`config.mk`:
```
export PLATFORM = sky130hd
export DESIGN_NAME = qvp_pwm_core
export DESIGN_NICKNAME = d
export VERILOG_FILES = /design/src/qvp_period_counter.v /design/src/qvp_pwm_core.v
export VERILOG_INCLUDE_DIRS = /design/src /design/src/include
export SDC_FILE = /design/constraint.sdc
export NUM_CORES = 1
export LEC_CHECK = 0
export ABC_CLOCK_PERIOD_IN_PS = 7100
export BUFFER_PORTS_ARGS = -buffer_cell sky130_fd_sc_hd__buf_2
export CAP_MARGIN = 25
export CORE_AREA = 2 2 192 194
export DETAILED_ROUTE_END_ITERATION = 10
export DIE_AREA = 0 0 194 196
export PLACE_DENSITY_LB_ADDON = 0.3
export SLEW_MARGIN = 20
export SYNTH_ARGS = -nofsm -noshare
export SYNTH_HDL_FRONTEND = slang
export SYNTH_SLANG_ARGS = --single-unit
```
`constraint.sdc`:
```
create_clock -name i_clk -period 7.1 [get_ports i_clk]
set_input_delay 0.355 -clock i_clk [delete_from_list [all_inputs] [get_ports i_clk]]
set_output_delay 0.355 -clock i_clk [all_outputs]
set_load 0.01 [all_outputs]
```
`src/include/qvp_defines.vh`:
```
// register offsets, field positions, reset values and counts of the
// quiet voltage pwm block; included by the pwm core and its testbench, not by the period counter
`ifndef QVP_DEFINES_VH
`define QVP_DEFINES_VH

// ---------------------------------------------------------------
// register byte offsets (word aligned)
// ---------------------------------------------------------------
`define QVP_ADDR_W 4
`define QVP_OFS_CHOP 4'h0
`define QVP_OFS_PWM 4'h4
`define QVP_OFS_STATUS 4'h8

// ---------------------------------------------------------------
// chopper configuration fields
// ---------------------------------------------------------------
`define QVP_DRIVER_OFF_TIME_LSB 0
`define QVP_DRIVER_OFF_TIME_MSB 3
`define QVP_TBL_LSB 4
`define QVP_TBL_MSB 5
`define QVP_QEN_BIT 6
`define QVP_CHOP_RST 7'h00

// ---------------------------------------------------------------
// pwm configuration fields
// ---------------------------------------------------------------
`define QVP_OFFS_LSB 0
`define QVP_OFFS_MSB 7
`define QVP_GRAD_LSB 8
`define QVP_GRAD_MSB 15
`define QVP_FREQ_LSB 16
`define QVP_FREQ_MSB 17
`define QVP_AUTO_BIT 18
`define QVP_SYM_BIT 19
`define QVP_FW_LSB 20
`define QVP_FW_MSB 21
`define QVP_PWM_RST 22'h000000

// ---------------------------------------------------------------
// status fields
// ---------------------------------------------------------------
`define QVP_STAT_SCALE_MSB 7
`define QVP_STAT_ACT_BIT 8
`define QVP_STAT_REENT_BIT 9
`define QVP_STAT_DRV_BIT 10

// ---------------------------------------------------------------
// pwm periods in system clocks per divider code
// ---------------------------------------------------------------
`define QVP_CNT_W 11
`define QVP_PER0 11'd1024
`define QVP_PER1 11'd683
`define QVP_PER2 11'd512
`define QVP_PER3 11'd410

// ---------------------------------------------------------------
// comparator blank times in system clocks
// ---------------------------------------------------------------
`define QVP_BLK_W 6
`define QVP_BLK0 6'd16
`define QVP_BLK1 6'd24
`define QVP_BLK2 6'd32
`define QVP_BLK3 6'd40

// ---------------------------------------------------------------
// standstill coil options and scale limits
// ---------------------------------------------------------------
`define QVP_FW_NORMAL 2'h0
`define QVP_FW_FREE 2'h1
`define QVP_FW_LS 2'h2
`define QVP_FW_HS 2'h3
`define QVP_GRAD_MIN 8'h01
`define QVP_GRAD_MAX 8'h0F
`define QVP_SCALE_MAX 8'hFF
`define QVP_SCALE_RST 8'h00

`endif

```
`src/qvp_period_counter.v`:
```
// pwm period counter: counts 0 .. period-1 and flags cycle start and
// the half-period point
// assumes period is at least 2 and changes only between cycles matter
module qvp_period_counter #(
    parameter CW = 11
) (
    // clock and reset
    input wire i_clk,
    input wire i_arst_n,
    // period select
    input wire [CW-1:0] i_period,
    // count and markers
    output reg [CW-1:0] o_count,
    output wire o_cycle_start,
    output wire o_half
);

    wire [CW-1:0] last = i_period - {{(CW-1){1'b0}}, 1'b1};
    wire [CW-1:0] half = {1'b0, i_period[CW-1:1]};

    always @(posedge i_clk or negedge i_arst_n) begin
        if (!i_arst_n) begin
            o_count <= {CW{1'b0}};
        end else if (o_count >= last) begin
            o_count <= {CW{1'b0}};
        end else begin
            o_count <= o_count + {{(CW-1){1'b0}}, 1'b1};
        end
    end

    assign o_cycle_start = (o_count == {CW{1'b0}});
    assign o_half = (o_count == half);

endmodule

```
`src/qvp_pwm_core.v`:
```
// quiet voltage pwm chopper core with wishbone classic register slave
// assumes velocity, current and mode inputs come from logic on i_clk;
// the comparator input is asynchronous and is synchronised here
//
// The Wishbone register port and the register addresses were chosen for this implementation.
`include "qvp_defines.vh"

module qvp_pwm_core (
    // clock and reset
    input wire i_clk,
    input wire i_arst_n,
    // wishbone classic slave
    input wire i_wb_cyc,
    input wire i_wb_stb,
    input wire i_wb_we,
    input wire [`QVP_ADDR_W-1:0] i_wb_adr,
    input wire [3:0] i_wb_sel,
    input wire [31:0] i_wb_dat,
    output reg [31:0] o_wb_dat,
    output reg o_wb_ack,
    // motion and regulation inputs
    input wire [7:0] i_velocity,
    input wire [7:0] i_current_meas,
    input wire [7:0] i_current_target,
    input wire i_standstill,
    input wire i_hold_zero,
    input wire i_other_mode,
    // current comparator
    input wire i_switch_event,
    input wire i_comparator,
    output reg o_comp_blank,
    output reg o_comp_valid,
    // power bridge control
    output reg [1:0] o_coil_hs,
    output reg [1:0] o_coil_ls,
    output reg o_pwm_cycle,
    output reg [7:0] o_pwm_scale
);

    // ---------------------------------------------------------------
    // configuration registers
    // ---------------------------------------------------------------
    reg [6:0] chop_conf;
    reg [21:0] pwm_conf;

    wire [3:0] driver_off_time = chop_conf[`QVP_DRIVER_OFF_TIME_MSB:`QVP_DRIVER_OFF_TIME_LSB];
    wire [1:0] comparator_blank_select =
        chop_conf[`QVP_TBL_MSB:`QVP_TBL_LSB];
    wire quiet_enable = chop_conf[`QVP_QEN_BIT];
    wire [7:0] amplitude_offset = pwm_conf[`QVP_OFFS_MSB:`QVP_OFFS_LSB];
    wire [7:0] amplitude_gradient = pwm_conf[`QVP_GRAD_MSB:`QVP_GRAD_LSB];
    wire [1:0] chopper_clock_divider_select =
        pwm_conf[`QVP_FREQ_MSB:`QVP_FREQ_LSB];
    wire autoscale = pwm_conf[`QVP_AUTO_BIT];
    wire symmetric = pwm_conf[`QVP_SYM_BIT];
    wire [1:0] standstill_coil_option = pwm_conf[`QVP_FW_MSB:`QVP_FW_LSB];

    wire driver_enable = (driver_off_time != 4'h0);
    wire quiet_active = quiet_enable & ~i_other_mode;
    wire reentry_ok;
    wire [31:0] status_word;

    // ---------------------------------------------------------------
    // wishbone slave: one wait state, ack for every address
    // ---------------------------------------------------------------
    wire wb_req = i_wb_cyc & i_wb_stb & ~o_wb_ack;
    wire wb_wr = wb_req & i_wb_we;
    reg [31:0] rd_mux;

    always @* begin
        case (i_wb_adr)
            `QVP_OFS_CHOP: rd_mux = {25'h0000000, chop_conf};
            `QVP_OFS_PWM: rd_mux = {10'h000, pwm_conf};
            `QVP_OFS_STATUS: rd_mux = status_word;
            default: rd_mux = 32'h00000000;
        endcase
    end

    always @(posedge i_clk or negedge i_arst_n) begin
        if (!i_arst_n) begin
            o_wb_ack <= 1'b0;
            o_wb_dat <= 32'h00000000;
            chop_conf <= `QVP_CHOP_RST;
            pwm_conf <= `QVP_PWM_RST;
        end else begin
            o_wb_ack <= wb_req;
            if (wb_req && !i_wb_we) begin
                o_wb_dat <= rd_mux;
            end
            if (wb_wr && i_wb_adr == `QVP_OFS_CHOP && i_wb_sel[0]) begin
                chop_conf <= i_wb_dat[6:0];
            end
            if (wb_wr && i_wb_adr == `QVP_OFS_PWM) begin
                if (i_wb_sel[0]) begin
                    pwm_conf[7:0] <= i_wb_dat[7:0];
                end
                if (i_wb_sel[1]) begin
                    pwm_conf[15:8] <= i_wb_dat[15:8];
                end
                if (i_wb_sel[2]) begin
                    pwm_conf[21:16] <= i_wb_dat[21:16];
                end
            end
        end
    end

    // ---------------------------------------------------------------
    // pwm period from the divider select
    // ---------------------------------------------------------------
    reg [`QVP_CNT_W-1:0] period;
    wire [`QVP_CNT_W-1:0] pwm_count;
    wire cycle_start;
    wire half_point;

    always @* begin
        case (chopper_clock_divider_select)
            2'h0: period = `QVP_PER0;
            2'h1: period = `QVP_PER1;
            2'h2: period = `QVP_PER2;
            default: period = `QVP_PER3;
        endcase
    end

    qvp_period_counter #(
        .CW(`QVP_CNT_W)
    ) u_period (
        .i_clk(i_clk),
        .i_arst_n(i_arst_n),
        .i_period(period),
        .o_count(pwm_count),
        .o_cycle_start(cycle_start),
        .o_half(half_point)
    );

    // ---------------------------------------------------------------
    // amplitude: forward (velocity) or regulated scale
    // ---------------------------------------------------------------
    reg [7:0] loop_grad;
    wire [15:0] vel_prod = amplitude_gradient * i_velocity;
    wire [8:0] fwd_sum = {1'b0, amplitude_offset} + {1'b0, vel_prod[15:8]};
    wire [7:0] fwd_scale = fwd_sum[8] ? `QVP_SCALE_MAX : fwd_sum[7:0];
    wire [8:0] reg_up = {1'b0, o_pwm_scale} + {1'b0, loop_grad};
    wire [8:0] reg_dn = {1'b0, o_pwm_scale} - {1'b0, loop_grad};
    reg [7:0] next_scale;

    always @* begin
        if (amplitude_gradient < `QVP_GRAD_MIN) begin
            loop_grad = `QVP_GRAD_MIN;
        end else if (amplitude_gradient > `QVP_GRAD_MAX) begin
            loop_grad = `QVP_GRAD_MAX;
        end else begin
            loop_grad = amplitude_gradient;
        end
    end

    always @* begin
        next_scale = o_pwm_scale;
        if (!autoscale) begin
            next_scale = fwd_scale;
        end else if (i_current_meas < i_current_target) begin
            next_scale = reg_up[8] ? `QVP_SCALE_MAX : reg_up[7:0];
        end else if (i_current_meas > i_current_target) begin
            next_scale = reg_dn[8] ? `QVP_SCALE_RST : reg_dn[7:0];
        end
    end

    // scale moves once per pwm cycle and only in the quiet chopper
    always @(posedge i_clk or negedge i_arst_n) begin
        if (!i_arst_n) begin
            o_pwm_scale <= `QVP_SCALE_RST;
        end else if (cycle_start && quiet_active) begin
            o_pwm_scale <= next_scale;
        end
    end

    assign reentry_ok = autoscale & (o_pwm_scale <= amplitude_offset);

    assign status_word = {21'h000000, driver_enable, reentry_ok,
                          quiet_active, o_pwm_scale};

    // ---------------------------------------------------------------
    // duty latch: symmetric updates at cycle start only
    // ---------------------------------------------------------------
    reg [7:0] duty;
    wire [`QVP_CNT_W+7:0] duty_prod = duty * period;
    wire [`QVP_CNT_W-1:0] duty_cnt = duty_prod[`QVP_CNT_W+7:8];

    always @(posedge i_clk or negedge i_arst_n) begin
        if (!i_arst_n) begin
            duty <= `QVP_SCALE_RST;
        end else if (cycle_start || (half_point && !symmetric)) begin
            duty <= o_pwm_scale;
        end
    end

    // ---------------------------------------------------------------
    // bridge control with standstill options
    // ---------------------------------------------------------------
    wire pwm_on = (pwm_count < duty_cnt);
    wire park = i_standstill & i_hold_zero & quiet_enable;
    reg [1:0] next_hs;
    reg [1:0] next_ls;

    always @* begin
        next_hs = {2{pwm_on}};
        next_ls = {2{~pwm_on}};
        if (!driver_enable) begin
            next_hs = 2'h0;
            next_ls = 2'h0;
        end else if (park) begin
            case (standstill_coil_option)
                `QVP_FW_FREE: begin
                    next_hs = 2'h0;
                    next_ls = 2'h0;
                end
                `QVP_FW_LS: begin
                    next_hs = 2'h0;
                    next_ls = 2'h3;
                end
                `QVP_FW_HS: begin
                    next_hs = 2'h3;
                    next_ls = 2'h0;
                end
                default: begin
                    next_hs = {2{pwm_on}};
                    next_ls = {2{~pwm_on}};
                end
            endcase
        end
    end

    always @(posedge i_clk or negedge i_arst_n) begin
        if (!i_arst_n) begin
            o_coil_hs <= 2'h0;
            o_coil_ls <= 2'h0;
            o_pwm_cycle <= 1'b0;
        end else begin
            o_coil_hs <= next_hs;
            o_coil_ls <= next_ls;
            o_pwm_cycle <= cycle_start & driver_enable;
        end
    end

    // ---------------------------------------------------------------
    // comparator synchroniser and blanking
    // ---------------------------------------------------------------
    reg comp_s1;
    reg comp_s2;
    reg [`QVP_BLK_W-1:0] blank_len;
    reg [`QVP_BLK_W-1:0] blank_cnt;

    always @* begin
        case (comparator_blank_select)
            2'h0: blank_len = `QVP_BLK0;
            2'h1: blank_len = `QVP_BLK1;
            2'h2: blank_len = `QVP_BLK2;
            default: blank_len = `QVP_BLK3;
        endcase
    end

    always @(posedge i_clk or negedge i_arst_n) begin
        if (!i_arst_n) begin
            comp_s1 <= 1'b0;
            comp_s2 <= 1'b0;
            blank_cnt <= {`QVP_BLK_W{1'b0}};
            o_comp_blank <= 1'b0;
            o_comp_valid <= 1'b0;
        end else begin
            comp_s1 <= i_comparator;
            comp_s2 <= comp_s1;
            if (i_switch_event) begin
                blank_cnt <= blank_len;
            end else if (blank_cnt != {`QVP_BLK_W{1'b0}}) begin
                blank_cnt <= blank_cnt - {{(`QVP_BLK_W-1){1'b0}}, 1'b1};
            end
            o_comp_blank <= i_switch_event |
                            (blank_cnt > {{(`QVP_BLK_W-1){1'b0}}, 1'b1});
            o_comp_valid <= comp_s2 & ~i_switch_event &
                            (blank_cnt <= {{(`QVP_BLK_W-1){1'b0}}, 1'b1});
        end
    end

endmodule

```
; ---- Word level (Yosys, flattened, before mapping)
; Index checks and enable logic that the tools add are counted.
[classes]
add_sub_neg = 6
mul = 2
magnitude_cmp = 9
n_eq_ne = 11
muxes = 20
n_bitwise = 15
n_reduce_logical = 22
[ops]
columns = operator, count
row1 = one-hot mux 22 bit (3 select lines), 1
row2 = 2-to-1 mux 8 bit, 8
row3 = one-hot mux 11 bit (3 select lines), 1
row4 = multiplier 8 x 11 -> 19 bit, 1
row5 = adder 8 x 8 -> 9 bit, 2
row6 = one-hot mux 6 bit (3 select lines), 1
row7 = multiplier 8 x 8 -> 16 bit, 1
row8 = 2-to-1 mux 6 bit, 2
row9 = "adder 11 x 1 -> 11 bit, second input constant", 1
row10 = equality test 11 x 10 -> 1 bit, 1
row11 = greater-or-equal comparator 11 bit, 1
row12 = zero test 11 bit, 1
row13 = < comparator 11 bit, 1
row14 = 2-to-1 mux 11 bit, 1
row15 = "subtractor 11 x 1 -> 11 bit, second input constant", 1
row16 = AND 1 bit, 10
row17 = subtractor 8 x 8 -> 9 bit, 1
row18 = "equality test 2 bit, second input constant", 4
row19 = "greater-than comparator 8 x 4 -> 1 bit, second input constant", 1
row20 = greater-than comparator 8 bit, 1
row21 = less-or-equal comparator 8 bit, 1
row22 = "< comparator 8 x 1 -> 1 bit, second input constant", 1
row23 = < comparator 8 bit, 1
row24 = 2-to-1 mux 2 bit, 4
row25 = other kinds (20), 37
[word_totals]
regBits = 104
input_bits = 74
wordCells = 102

; ---- Logic depth before layout (Yosys ltp)
; Gate-level depths: netlist of the first run.
[depth]
ltp_word = 8
ltp_mapped = 26
depth_no_buf = 25

; ---- By module
; A second synthesis of the first run with hierarchy kept.
[hier_totals]
cells_unflattened = 1124
area_unflattened_um2 = 10302.4
[modules_own_cells]
columns = module, n_inst, cells_each, area_each_um2, seq_area_each_um2
row1 = qvp_pwm_core, 1, 1000, 9182.6, 2026.9
row2 = qvp_period_counter, 1, 124, 1119.8, 275.3

; ---- Worst setup path after synthesis of the first run
; No wires, ideal clock.
[synth_timing]
path_type = register to register
from = register pwm_conf[16]
to = register o_coil_ls[0]
arrival_time_ns = 6.019
t_required_ns = 6.996
slack_ns = 0.977
path_stages_with_launch = 24
path_buffers = 2
period_less_slack_ns = 6.123
cell_sequence = dfrtp_1 clkbuf_1 inv_1 ha_1 clkbuf_1 and2_1 fa_1 fa_1 fa_1 inv_1 fa_1 inv_1 ha_1 a21o_1 a21oi_1 nor3b_1 a21oi_1 and4_1 or3_1 ha_1 nand2_1 nor4_1 o41ai_1 a221oi_1
[synth_via]
elab_chain_cells = 8
elab_cells_between_ends = 10
[synth_lines]
columns = element, line
row1 = "start, declared", qvp_pwm_core.v:44  ; reg [21:0] pwm_conf;
row2 = "start signal, assigned", qvp_pwm_core.v:84  ; pwm_conf <= `QVP_PWM_RST;
row3 = "start signal, assigned", qvp_pwm_core.v:101  ; pwm_conf[21:16] <= i_wb_dat[21:16];
row4 = "equality test 2 bit, or another cell as far along", qvp_pwm_core.v:116  ; case (chopper_clock_divider_select)
row5 = one-hot mux 11 bit (3 select lines) (*), qvp_pwm_core.v:116
row6 = multiplier 8 x 11 -> 19 bit (*), qvp_pwm_core.v:185  ; wire [`QVP_CNT_W+7:0] duty_prod = duty * period;
row7 = < comparator 11 bit (*), qvp_pwm_core.v:199  ; wire pwm_on = (pwm_count < duty_cnt);
row8 = inverter 1 bit (*), "qvp_pwm_core.v:206, qvp_pwm_core.v:226"
row9 = one-hot mux 2 bit (2 select lines), qvp_pwm_core.v:211  ; case (standstill_coil_option)
row10 = 2-to-1 mux 2 bit (*), qvp_pwm_core.v:210  ; end else if (park) begin
row11 = 2-to-1 mux 2 bit (*), qvp_pwm_core.v:207  ; if (!driver_enable) begin
row12 = net next_ls[0], qvp_pwm_core.v:202  ; reg [1:0] next_ls;
row13 = "end signal, assigned", qvp_pwm_core.v:239  ; o_coil_ls <= next_ls;
row14 = "end, declared", qvp_pwm_core.v:35  ; output reg [1:0] o_coil_ls,
; Mark *: on every way through the listed nets, which the timed path passes. The rest lies on a longest branch.
; A chain may end at the register's enable or synchronous reset.

; ---- Worst setup path in the final report of the first run
; Ends and elaborated chain as after synthesis.

==> report_table.html, run 1 <==
<table>
<tr><th>Metric</th><th>Value</th></tr>
<tr><th colspan="2">Clock tree</th></tr>
<tr><td>Maximum number of buffers from clock root to sink</td><td>2</td></tr>
<tr><td>TritonCTS Buffers</td><td>9</td></tr>
<tr><td>TritonCTS clock tree</td><td>done</td></tr>
<tr><td>Clock insertion delay at the later pin of the skew report</td><td>350 ps</td></tr>
<tr><td>Number of sinks on the clock net</td><td>92</td></tr>
<tr><td>CTS hold repair buffers</td><td>0</td></tr>
<tr><td>Post-cts sizing count</td><td>0</td></tr>
<tr><td>Clock slew seen by the registers of the worst setup and hold paths</td><td>70 ps</td></tr>
<tr><td>Clock root buffer</td><td>sky130_fd_sc_hd__clkbuf_16</td></tr>
<tr><td>Setup bufs post-CTS</td><td>0</td></tr>
<tr><td>Deepest level of the CTS H-tree</td><td>3</td></tr>
<tr><th colspan="2">Route</th></tr>
<tr><td>Number of nets still failing antenna checks after routing</td><td>0</td></tr>
<tr><td>Final routed wire length divided by cell count</td><td>16.20 um</td></tr>
<tr><td>Total Wirelength</td><td>27290 um</td></tr>
<tr><td>DR vias</td><td>8169</td></tr>
<tr><td>Count of unresolved DRC violations after routing</td><td>0</td></tr>
<tr><td>Number of design-rule violations left by the first detailed-router iteration</td><td>352</td></tr>
<tr><td>Ratio of routed vias to standard cells</td><td>4.851</td></tr>
<tr><td>First-pass iteration count of the detailed router</td><td>5</td></tr>
<tr><th colspan="2">STA</th></tr>
<tr><td>Clock period minus final worst setup slack</td><td>6490 ps</td></tr>
<tr><td>Remaining max-slew budget at the tightest pin</td><td>38.60%</td></tr>
<tr><td>Setup repair after global routing missed its margin</td><td>no</td></tr>
<tr><td>Post-Route Hold Slack</td><td>10.92 ps</td></tr>
<tr><td>Fin. max-slew vios</td><td>0</td></tr>
<tr><td>Worst slew pin tran</td><td>913.4 ps</td></tr>
<tr><td>Final Hold Viols</td><td>0</td></tr>
<tr><td>Maximum clock frequency</td><td>0.1541 GHz</td></tr>
<tr><td>TNS Setup</td><td>0 ps</td></tr>
<tr><td>Final setup vio count</td><td>0</td></tr>
<tr><td>Share of the clock period used by the worst path after layout</td><td>91.41%</td></tr>
<tr><td>Post-route clock skew</td><td>9.459 ps</td></tr>
<tr><th colspan="2">Synthesis</th></tr>
<tr><td>Yosys warnings</td><td>0</td></tr>
<tr><td>Post-synthesis share of cell area spent on full adders, half adders and majority gates</td><td>32.91%</td></tr>
<tr><td>Top flip-flop cell by instance count after synthesis</td><td>sky130_fd_sc_hd__dfrtp_1</td></tr>
<tr><td>Share of synthesized cell area in and, or, nand and nor gates</td><td>15.23%</td></tr>
<tr><td>Synth Area in Compound Gates</td><td>13.46%</td></tr>
<tr><td>Portion of netlist area occupied by mux cells</td><td>4.571%</td></tr>
<tr><td>Number of distinct library cells after synthesis</td><td>71</td></tr>
<tr><td>Number of instances in the synthesized netlist</td><td>1110</td></tr>
<tr><td>Netlist Area Pre-Place</td><td>10260 um^2</td></tr>
<tr><td>Main combinational cell family by area after synthesis</td><td>adder cells</td></tr>
<tr><td>Xor and xnor area share after synthesis</td><td>3.499%</td></tr>
<tr><td>Part of the Yosys area used for sequential elements</td><td>22.43%</td></tr>
<tr><td>Post-Syn Area per Cell</td><td>9.246 um^2</td></tr>
<tr><td>Yosys reg bits</td><td>92</td></tr>
<tr><td>Number of enable-type register cells in the synthesized netlist</td><td>0</td></tr>
<tr><td>Ys async rst share</td><td>100.0%</td></tr>
<tr><th colspan="2">Final layout</th></tr>
<tr><td>P&amp;R area growth vs syn</td><td>13.24%</td></tr>
<tr><td>Utilization of the core after routing</td><td>32.21%</td></tr>
<tr><td>Filler Cell Count</td><td>3866</td></tr>
<tr><td>Footprint of the multi-input gates</td><td>7237 um^2</td></tr>
<tr><td>Seq. cell area</td><td>2302 um^2</td></tr>
<tr><td>Net total in the final layout</td><td>1509</td></tr>
<tr><td>Share of layout cells above drive strength 1</td><td>15.14%</td></tr>
<tr><th colspan="2">Floorplanning</th></tr>
<tr><td>Cell row count</td><td>70</td></tr>
<tr><td>DIE WIDTH</td><td>194 um</td></tr>
<tr><td>Initial Util</td><td>28.44%</td></tr>
<tr><td>Die footprint</td><td>38020 um^2</td></tr>
<tr><td>Vertical extent of the die</td><td>196 um</td></tr>
<tr><td>Placeable Area</td><td>36080 um^2</td></tr>
<tr><td>Top-Level Pins</td><td>122</td></tr>
<tr><th colspan="2">Worst setup path</th></tr>
<tr><td>Worst path bufs/invs</td><td>5</td></tr>
<tr><td>Slowest-stage cell, CP</td><td>sky130_fd_sc_hd__fa_1</td></tr>
<tr><td>Critical path's largest stage delay</td><td>530 ps</td></tr>
<tr><td>Endpoint type of the worst setup path</td><td>flip-flop</td></tr>
<tr><td>Data required time of the critical path</td><td>7350 ps</td></tr>
<tr><td>Family with the most delay on the worst path</td><td>adder cells</td></tr>
<tr><td>Type of origin of the critical path</td><td>flip-flop</td></tr>
<tr><td>Type of the worst setup path</td><td>reg -&gt; reg</td></tr>
<tr><td>Crit path arrival time</td><td>6740 ps</td></tr>
<tr><td>Crit-path max FO</td><td>12</td></tr>
<tr><td>Cell Chain, Critical Path</td><td>buf_4 &gt; ha_1 &gt; and2_1 &gt; fa_1 &gt; inv_1 &gt; fa_1 &gt; inv_1 &gt; fa_1 &gt; inv_1 &gt; fa_1 &gt; inv_1 &gt; ha_1 &gt; nand4_1 &gt; nor3_2 &gt; o21ai_1 &gt; a21oi_1 &gt; nor4_1 &gt; or3_1 &gt; ha_1 &gt; nand2_1 &gt; nor4_1 &gt; o41ai_1 &gt; a221oi_1</td></tr>
<tr><th colspan="2">GRT</th></tr>
<tr><td>Number of global-route vias before repair</td><td>8318</td></tr>
<tr><td>Remaining global-route overflow</td><td>0</td></tr>
<tr><td>Maximum number of pins on one net before global-route repair</td><td>51</td></tr>
<tr><td>Wire length of the first global-routing pass</td><td>44730 um</td></tr>
<tr><td>Initial antenna violation count</td><td>2</td></tr>
<tr><td>Overall fraction of global-route tracks in use</td><td>14.73%</td></tr>
<tr><th colspan="2">Pwr</th></tr>
<tr><td>Switching share of power</td><td>37.56%</td></tr>
<tr><td>Sequential cell fraction of total power</td><td>37.1%</td></tr>
<tr><td>Internal power</td><td>0.001138 W</td></tr>
<tr><td>Static power due to leakage</td><td>6.053 nW</td></tr>
<tr><td>Cell Pwr Density</td><td>156.8 nW/um^2</td></tr>
<tr><td>Share of total power in the clock network</td><td>27.2%</td></tr>
<tr><td>Power share of the combinational group</td><td>35.7%</td></tr>
<tr><td>Worst IR drop on VDD</td><td>0.1107 mV</td></tr>
<tr><td>P_sw</td><td>0.0006845 W</td></tr>
<tr><th colspan="2">Run</th></tr>
<tr><td>Number of max-cap violations</td><td>0</td></tr>
<tr><th colspan="2">Place</th></tr>
<tr><td>Placed wire-length estimate</td><td>22510 um</td></tr>
<tr><td>Global placer's final weighted congestion</td><td>0.8463</td></tr>
<tr><td>PortBufs</td><td>100</td></tr>
<tr><th colspan="2">Status</th></tr>
<tr><td>Outcome</td><td>finished, final reports clean</td></tr>
<tr><th colspan="2">Hold path</th></tr>
<tr><td>Hold/Removal Path Class</td><td>in -&gt; async</td></tr>
</table>
## per-layer routing
metal / wire length (um) / track usage (%)
met1: 12490 / 18.90
met2: 13570 / 26.24
met3: 874 / 2.286
met4: 338 / 2.890
met5: 13 / 0
## cells in the mapped netlist (3+ instances only)
cell                       instances  area (um^2)
sky130_fd_sc_hd__dfrtp_1          92         2302
sky130_fd_sc_hd__or3_1             9        56.30
sky130_fd_sc_hd__o31a_1            3        26.28
sky130_fd_sc_hd__nand3b_1          4        30.03
sky130_fd_sc_hd__nand3_1          14        70.07
sky130_fd_sc_hd__nor2b_1           9        56.30
sky130_fd_sc_hd__nor3_1            9        45.04
sky130_fd_sc_hd__nor4_1            5        31.28
sky130_fd_sc_hd__xnor2_1          30        262.8
sky130_fd_sc_hd__inv_1           158        593.1
sky130_fd_sc_hd__nand2b_1          7        43.79
sky130_fd_sc_hd__xor2_1           11        96.34
sky130_fd_sc_hd__ha_1            150         1877
sky130_fd_sc_hd__a211oi_1         13        97.59
sky130_fd_sc_hd__o21bai_1          7        52.55
sky130_fd_sc_hd__or2_2             3        18.77
sky130_fd_sc_hd__a222oi_1          7        70.07
sky130_fd_sc_hd__nor2_1           45        168.9
sky130_fd_sc_hd__buf_4            12        90.09
sky130_fd_sc_hd__mux2i_1           3        30.03
sky130_fd_sc_hd__and2_1           60        375.4
sky130_fd_sc_hd__o211ai_1          5        37.54
sky130_fd_sc_hd__clkbuf_1         25        93.84
sky130_fd_sc_hd__nand4_1          12        75.07
sky130_fd_sc_hd__a311oi_1          7        61.31
sky130_fd_sc_hd__a31oi_1           4        25.02
sky130_fd_sc_hd__a21o_1           11        82.58
sky130_fd_sc_hd__fa_1             75         1501
sky130_fd_sc_hd__o21a_1           11        82.58
sky130_fd_sc_hd__o31ai_1           8        60.06
sky130_fd_sc_hd__mux2_2           39        439.2
sky130_fd_sc_hd__o21ai_0          44        220.2
sky130_fd_sc_hd__buf_2             3        15.01
sky130_fd_sc_hd__and3_1            6        37.54
sky130_fd_sc_hd__a221oi_1          6        52.55
sky130_fd_sc_hd__o221ai_1          3        26.28
sky130_fd_sc_hd__nand2_1         105        394.1
sky130_fd_sc_hd__a21oi_1          48        240.2
## worst reg2reg max path, stage by stage (launching register included)
cell	delay, ps
sky130_fd_sc_hd__dfrtp_1	480
sky130_fd_sc_hd__buf_4	230
sky130_fd_sc_hd__ha_1	370
sky130_fd_sc_hd__and2_1	280
sky130_fd_sc_hd__fa_1	480
sky130_fd_sc_hd__inv_1	50
sky130_fd_sc_hd__fa_1	490
sky130_fd_sc_hd__inv_1	60
sky130_fd_sc_hd__fa_1	530
sky130_fd_sc_hd__inv_1	60
sky130_fd_sc_hd__fa_1	520
sky130_fd_sc_hd__inv_1	40
sky130_fd_sc_hd__ha_1	280
sky130_fd_sc_hd__nand4_1	100
sky130_fd_sc_hd__nor3_2	300
sky130_fd_sc_hd__o21ai_1	180
sky130_fd_sc_hd__a21oi_1	360
sky130_fd_sc_hd__nor4_1	80
sky130_fd_sc_hd__or3_1	360
sky130_fd_sc_hd__ha_1	300
sky130_fd_sc_hd__nand2_1	80
sky130_fd_sc_hd__nor4_1	320
sky130_fd_sc_hd__o41ai_1	170
sky130_fd_sc_hd__a221oi_1	280
## metrics by stage
stage                     total power [W]  setup slack, ps  instance area [um^2]  std cells
after global routing             0.001968            135.8                 11620       1683
after global placement           0.001323            707.6                 11320       1667
final                            0.001822            609.5                 11620       1684
after CTS                        0.001846            602.8                 11620       1683
after floorplan                  0.001133            977.2                 10330       1127
after detailed placement         0.001339            613.4                 11320       1667
## cell type report
| cell class | instances | area share, % |
|---|---|---|
| clock buffer | 10 | 1.970 |
| multi-input combinational | 836 | 62.27 |
| antenna | 1 | 0.02153 |
| inverter | 158 | 5.103 |
| tap | 468 | 5.038 |
| sequential | 92 | 19.81 |
| timing repair buffer | 113 | 5.167 |
| clock inverter | 6 | 0.6244 |
## power by group through the flow
| stage | clock network (W) | registers (W) | logic [W] |
|---|---|---|---|
| finish | 0.000496 | 0.000676 | 0.000650 |
| floorplan | 0 | 0.000649 | 0.000484 |
| global placement | 0 | 0.000685 | 0.000638 |
| CTS | 0.000513 | 0.000677 | 0.000656 |
| detailed placement | 0 | 0.000686 | 0.000652 |
| global route | 0.000532 | 0.000687 | 0.000749 |
## layout by cell type, fill, tap and decap left out, types with 7 or more instances in the layout
cell type / count
sky130_fd_sc_hd__a211oi_1: 13
sky130_fd_sc_hd__a21o_1: 11
sky130_fd_sc_hd__a21oi_1: 48
sky130_fd_sc_hd__a222oi_1: 7
sky130_fd_sc_hd__a311oi_1: 7
sky130_fd_sc_hd__and2_1: 60
sky130_fd_sc_hd__buf_2: 99
sky130_fd_sc_hd__buf_4: 14
sky130_fd_sc_hd__clkbuf_16: 9
sky130_fd_sc_hd__conb_1: 19
sky130_fd_sc_hd__dfrtp_1: 92
sky130_fd_sc_hd__fa_1: 75
sky130_fd_sc_hd__ha_1: 150
sky130_fd_sc_hd__inv_1: 158
sky130_fd_sc_hd__mux2_2: 39
sky130_fd_sc_hd__nand2_1: 105
sky130_fd_sc_hd__nand2b_1: 7
sky130_fd_sc_hd__nand3_1: 14
sky130_fd_sc_hd__nand4_1: 12
sky130_fd_sc_hd__nor2_1: 45
sky130_fd_sc_hd__nor2b_1: 9
sky130_fd_sc_hd__nor3_1: 9
sky130_fd_sc_hd__o21a_1: 11
sky130_fd_sc_hd__o21ai_0: 43
sky130_fd_sc_hd__o21bai_1: 7
sky130_fd_sc_hd__o31ai_1: 8
sky130_fd_sc_hd__or3_1: 9
sky130_fd_sc_hd__xnor2_1: 30
sky130_fd_sc_hd__xor2_1: 11
## state kept, by name (all words and copies together), names as in the netlist
name / flops
o_wb_ack: 1
o_pwm_scale: 8
o_wb_dat: 22
o_coil_hs: 1
o_comp_blank: 1
comp_s2: 1
blank_cnt: 6
pwm_conf: 22
o_coil_ls: 1
o_pwm_cycle: 1
duty: 8
u_period.o_count: 11
o_comp_valid: 1
comp_s1: 1
chop_conf: 7
## worst paths after layout
check / from / to / slack, ps / cells after the start
worst min register to register: comp_s1$_DFF_PN0_ / comp_s2$_DFF_PN0_ / 350 / 0
worst min-delay path: i_arst_n / o_pwm_cycle$_DFF_PN0_ / 10 / 1
worst max register to register: pwm_conf[16]$_DFFE_PN0P_ / o_coil_ls[0]$_DFF_PN0_ / 610 / 23
min in group i_clk: i_comparator / comp_s1$_DFF_PN0_ / 110 / 1
max in group asynchronous: i_arst_n / u_period.o_count[10]$_DFF_PN0_ / 5970 / 2
worst max-delay path: pwm_conf[16]$_DFFE_PN0P_ / o_coil_ls[0]$_DFF_PN0_ / 610 / 23
## logic make-up after synthesis
| group | Yosys count |
|---|---|
| other cells | 2 |
| compound gates | 204 |
| mux | 42 |
| flops | 92 |
| fa+ha+maj | 225 |
| simple gates | 305 |
| buf+inv | 199 |
| xor+xnor | 41 |
Power figures use the tool's default switching activity.
==> run 2, diff against run 1 <==
- CELL_PAD_IN_SITES_DETAIL_PLACEMENT: unset -> 1
- CELL_PAD_IN_SITES_GLOBAL_PLACEMENT: unset -> 2
==> report_table.html, run 2 (synthesis results as in run 1) <==
<table>
<tr><th>Metric</th><th>Value</th></tr>
<tr><th colspan="2">Clock tree</th></tr>
<tr><td>Setup bufs post-CTS</td><td>0 (unchanged)</td></tr>
<tr><td>TritonCTS Buffers</td><td>9 (unchanged)</td></tr>
<tr><td>TritonCTS clock tree</td><td>done</td></tr>
<tr><td>Clock insertion delay at the later pin of the skew report</td><td>360 ps (about the same)</td></tr>
<tr><td>Deepest level of the CTS H-tree</td><td>3 (unchanged)</td></tr>
<tr><td>Maximum number of buffers from clock root to sink</td><td>2 (unchanged)</td></tr>
<tr><td>Number of sinks on the clock net</td><td>92 (unchanged)</td></tr>
<tr><td>Clock root buffer</td><td>sky130_fd_sc_hd__clkbuf_16</td></tr>
<tr><td>Clock slew seen by the registers of the worst setup and hold paths</td><td>60 ps (about the same)</td></tr>
<tr><th colspan="2">Place</th></tr>
<tr><td>Worst-case setup slack after placement</td><td>552.7 ps (-60.71 ps)</td></tr>
<tr><td>PortBufs</td><td>100 (unchanged)</td></tr>
<tr><td>Global placer's final weighted congestion</td><td>0.8082 (-4.5%)</td></tr>
<tr><td>Placed wire-length estimate</td><td>24530 um (+9.0%)</td></tr>
<tr><td># placed instances</td><td>1671 (+0.24%)</td></tr>
<tr><th colspan="2">Hold path</th></tr>
<tr><td>Hold/Removal Path Class</td><td>in -&gt; reg</td></tr>
<tr><th colspan="2">STA</th></tr>
<tr><td>Post-route clock skew</td><td>10.08 ps (+0.6227 ps)</td></tr>
<tr><td>Final setup vio count</td><td>0 (unchanged)</td></tr>
<tr><td>Worst slew pin tran</td><td>925.8 ps (+12.42 ps)</td></tr>
<tr><td>Maximum clock frequency</td><td>0.1548 GHz (+0.44%)</td></tr>
<tr><td>Fin. max-slew vios</td><td>0 (unchanged)</td></tr>
<tr><td>Setup repair after global routing missed its margin</td><td>no</td></tr>
<tr><td>Worst setup margin</td><td>638.1 ps (+28.51 ps)</td></tr>
<tr><td>TNS Setup</td><td>0 ps (unchanged)</td></tr>
<tr><td>Share of the clock period used by the worst path after layout</td><td>91.01% (-0.40 points)</td></tr>
<tr><td>Clock period minus final worst setup slack</td><td>6462 ps (-28.51 ps)</td></tr>
<tr><td>Remaining max-slew budget at the tightest pin</td><td>38.01% (-0.59 points)</td></tr>
<tr><td>Post-Route Hold Slack</td><td>120.9 ps (+110.0 ps)</td></tr>
<tr><td>Final Hold Viols</td><td>0 (unchanged)</td></tr>
<tr><th colspan="2">GRT</th></tr>
<tr><td>Wire length of the first global-routing pass</td><td>48220 um (+7.8%)</td></tr>
<tr><td>Number of global-route vias before repair</td><td>8881 (+6.8%)</td></tr>
<tr><td>Remaining global-route overflow</td><td>0 (unchanged)</td></tr>
<tr><td>Overall fraction of global-route tracks in use</td><td>16.08% (+1.4 points)</td></tr>
<tr><td>Maximum number of pins on one net before global-route repair</td><td>77 (+51%)</td></tr>
<tr><td>Initial antenna violation count</td><td>1 (-1)</td></tr>
<tr><th colspan="2">Worst setup path</th></tr>
<tr><td>Type of origin of the critical path</td><td>flip-flop</td></tr>
<tr><td>Slowest-stage cell, CP</td><td>sky130_fd_sc_hd__fa_1</td></tr>
<tr><td>Endpoint type of the worst setup path</td><td>flip-flop</td></tr>
<tr><td>Type of the worst setup path</td><td>reg -&gt; reg</td></tr>
<tr><td>Critical path's largest stage delay</td><td>520 ps (about the same)</td></tr>
<tr><td>Crit path arrival time</td><td>6740 ps (about the same)</td></tr>
<tr><td>Data required time of the critical path</td><td>7380 ps (+30 ps)</td></tr>
<tr><td>Crit-path max FO</td><td>10 (-2)</td></tr>
<tr><td>Most frequent cell on the critical path</td><td>sky130_fd_sc_hd__inv_1</td></tr>
<tr><th colspan="2">Route</th></tr>
<tr><td>Ratio of routed vias to standard cells</td><td>4.832 (-0.38%)</td></tr>
<tr><td>Total Wirelength</td><td>29740 um (+9.0%)</td></tr>
<tr><td>First-pass iteration count of the detailed router</td><td>5 (unchanged)</td></tr>
<tr><td>Final routed wire length divided by cell count</td><td>17.62 um (+8.7%)</td></tr>
<tr><td>Count of unresolved DRC violations after routing</td><td>0 (unchanged)</td></tr>
<tr><td>DR vias</td><td>8157 (-0.15%)</td></tr>
<tr><td>Number of design-rule violations left by the first detailed-router iteration</td><td>272 (-23%)</td></tr>
<tr><td>Number of nets still failing antenna checks after routing</td><td>0 (unchanged)</td></tr>
<tr><th colspan="2">Pwr</th></tr>
<tr><td>Worst IR drop on VDD</td><td>0.1271 mV (+15%)</td></tr>
<tr><td>Static power due to leakage</td><td>6.089 nW (+0.60%)</td></tr>
<tr><td>Cell Pwr Density</td><td>156.9 nW/um^2 (about the same)</td></tr>
<tr><th colspan="2">Final layout</th></tr>
<tr><td>Biggest regs</td><td>o_wb_dat (22), pwm_conf (22), u_period.o_count (11)</td></tr>
<tr><td>Net total in the final layout</td><td>1515 (+0.40%)</td></tr>
<tr><td>Leading cell types in the layout, fill and taps excluded</td><td>sky130_fd_sc_hd__inv_1 (158), sky130_fd_sc_hd__ha_1 (150), sky130_fd_sc_hd__nand2_1 (105)</td></tr>
<tr><td>Final antenna diode count</td><td>0 (-1)</td></tr>
<tr><td>Final Instance Count excl. Fillers</td><td>1688 (+0.24%)</td></tr>
<tr><td>Share of layout cells above drive strength 1</td><td>15.49% (+0.35 points)</td></tr>
<tr><td>Most common cell after layout, fill and taps aside</td><td>sky130_fd_sc_hd__inv_1</td></tr>
<tr><td>Utilization of the core after routing</td><td>32.35% (+0.15 points)</td></tr>
<tr><td>P&amp;R area growth vs syn</td><td>13.75%</td></tr>
<tr><th colspan="2">Floorplanning</th></tr>
<tr><td>Die footprint</td><td>38020 um^2 (unchanged)</td></tr>
<tr><td>DIE WIDTH</td><td>194 um (unchanged)</td></tr>
<tr><td>Cell row count</td><td>70 (unchanged)</td></tr>
<tr><td>Top-Level Pins</td><td>122 (unchanged)</td></tr>
<tr><td>Initial Util</td><td>28.44% (unchanged)</td></tr>
<tr><td>Vertical extent of the die</td><td>196 um (unchanged)</td></tr>
<tr><td>Placeable Area</td><td>36080 um^2 (unchanged)</td></tr>
<tr><th colspan="2">Status</th></tr>
<tr><td>Outcome</td><td>finished, final reports clean</td></tr>
<tr><th colspan="2">Run</th></tr>
<tr><td>Number of max-cap violations</td><td>0 (unchanged)</td></tr>
</table>
-- run 2: area by class of cell --
| cell class | instances | area [um^2] |
|---|---|---|
| Sequential cell | 92 | 2302 |
| Timing Repair Buffer | 119 | 660.6 |
| Inverter | 158 | 593.1 |
| Multi-Input combinational cell | 836 | 7243 |
| Fill cell | 4268 | 24410 |
| Clock buffer | 10 | 229.0 |
| Tap cell | 468 | 585.6 |
| Clock inverter | 5 | 61.31 |
-- run 2: critical path: cells and delay by family, from the launching register on --
| family | cells | cell delay [ps] |
|---|---|---|
| AO/OA/AOI/OAI | 7 | 1540 |
| flip-flops | 1 | 430 |
| buffers and inverters | 5 | 330 |
| AND/OR/NAND/NOR | 5 | 940 |
| XOR/XNOR | 1 | 170 |
| adder cells (fa/ha/maj) | 7 | 2950 |
-- run 2: worst paths after layout --
kind / start / endpoint / slack, ps / cells after the start
setup / recovery: pwm_conf[17]$_DFFE_PN0P_ / o_coil_hs[0]$_DFF_PN0_ / 640 / 25
hold / removal: i_comparator / comp_s1$_DFF_PN0_ / 120 / 1
setup reg to reg: pwm_conf[17]$_DFFE_PN0P_ / o_coil_hs[0]$_DFF_PN0_ / 640 / 25
hold reg to reg: comp_s1$_DFF_PN0_ / comp_s2$_DFF_PN0_ / 360 / 0
max in group asynchronous: i_arst_n / o_pwm_scale[5]$_DFFE_PN0P_ / 5630 / 4
min in group asynchronous: i_arst_n / o_pwm_cycle$_DFF_PN0_ / 430 / 2
-- run 2: what timing repair did --
item / in CTS / in global routing
gates resized for setup: 0 / 0
hold buffers: 1 / 0
endpoints found under the hold margin: 16 / 0
-- run 2: metrics by stage --
step           total power, W  area (um^2)
2_1_floorplan        0.001133        10330
3_3_place_gp         0.001350        11350
3_5_place_dp         0.001365        11350
4_1_cts              0.001867        11650
5_1_grt              0.001993        11670
6_report             0.001832        11670
-- run 2: power breakdown --
part | internal [W] | switching [W] | leakage [nW] | total (W)
logic | 0.000286 | 0.000385 | 4.71 | 0.000671
registers | 0.000580 | 0.0000945 | 1.23 | 0.000674
clock network | 0.000273 | 0.000214 | 0.143 | 0.000487
-- run 2: routing by layer --
layer | vias up | track usage [%] | share of wire, %
met5 | - | 0 | 0.037
met4 | 2 | 3.479 | 1.4
met3 | 21 | 1.668 | 1.7
met2 | 64 | 29.34 | 51
met1 | 4108 | 20.47 | 45
li1 | 3962 | - | -
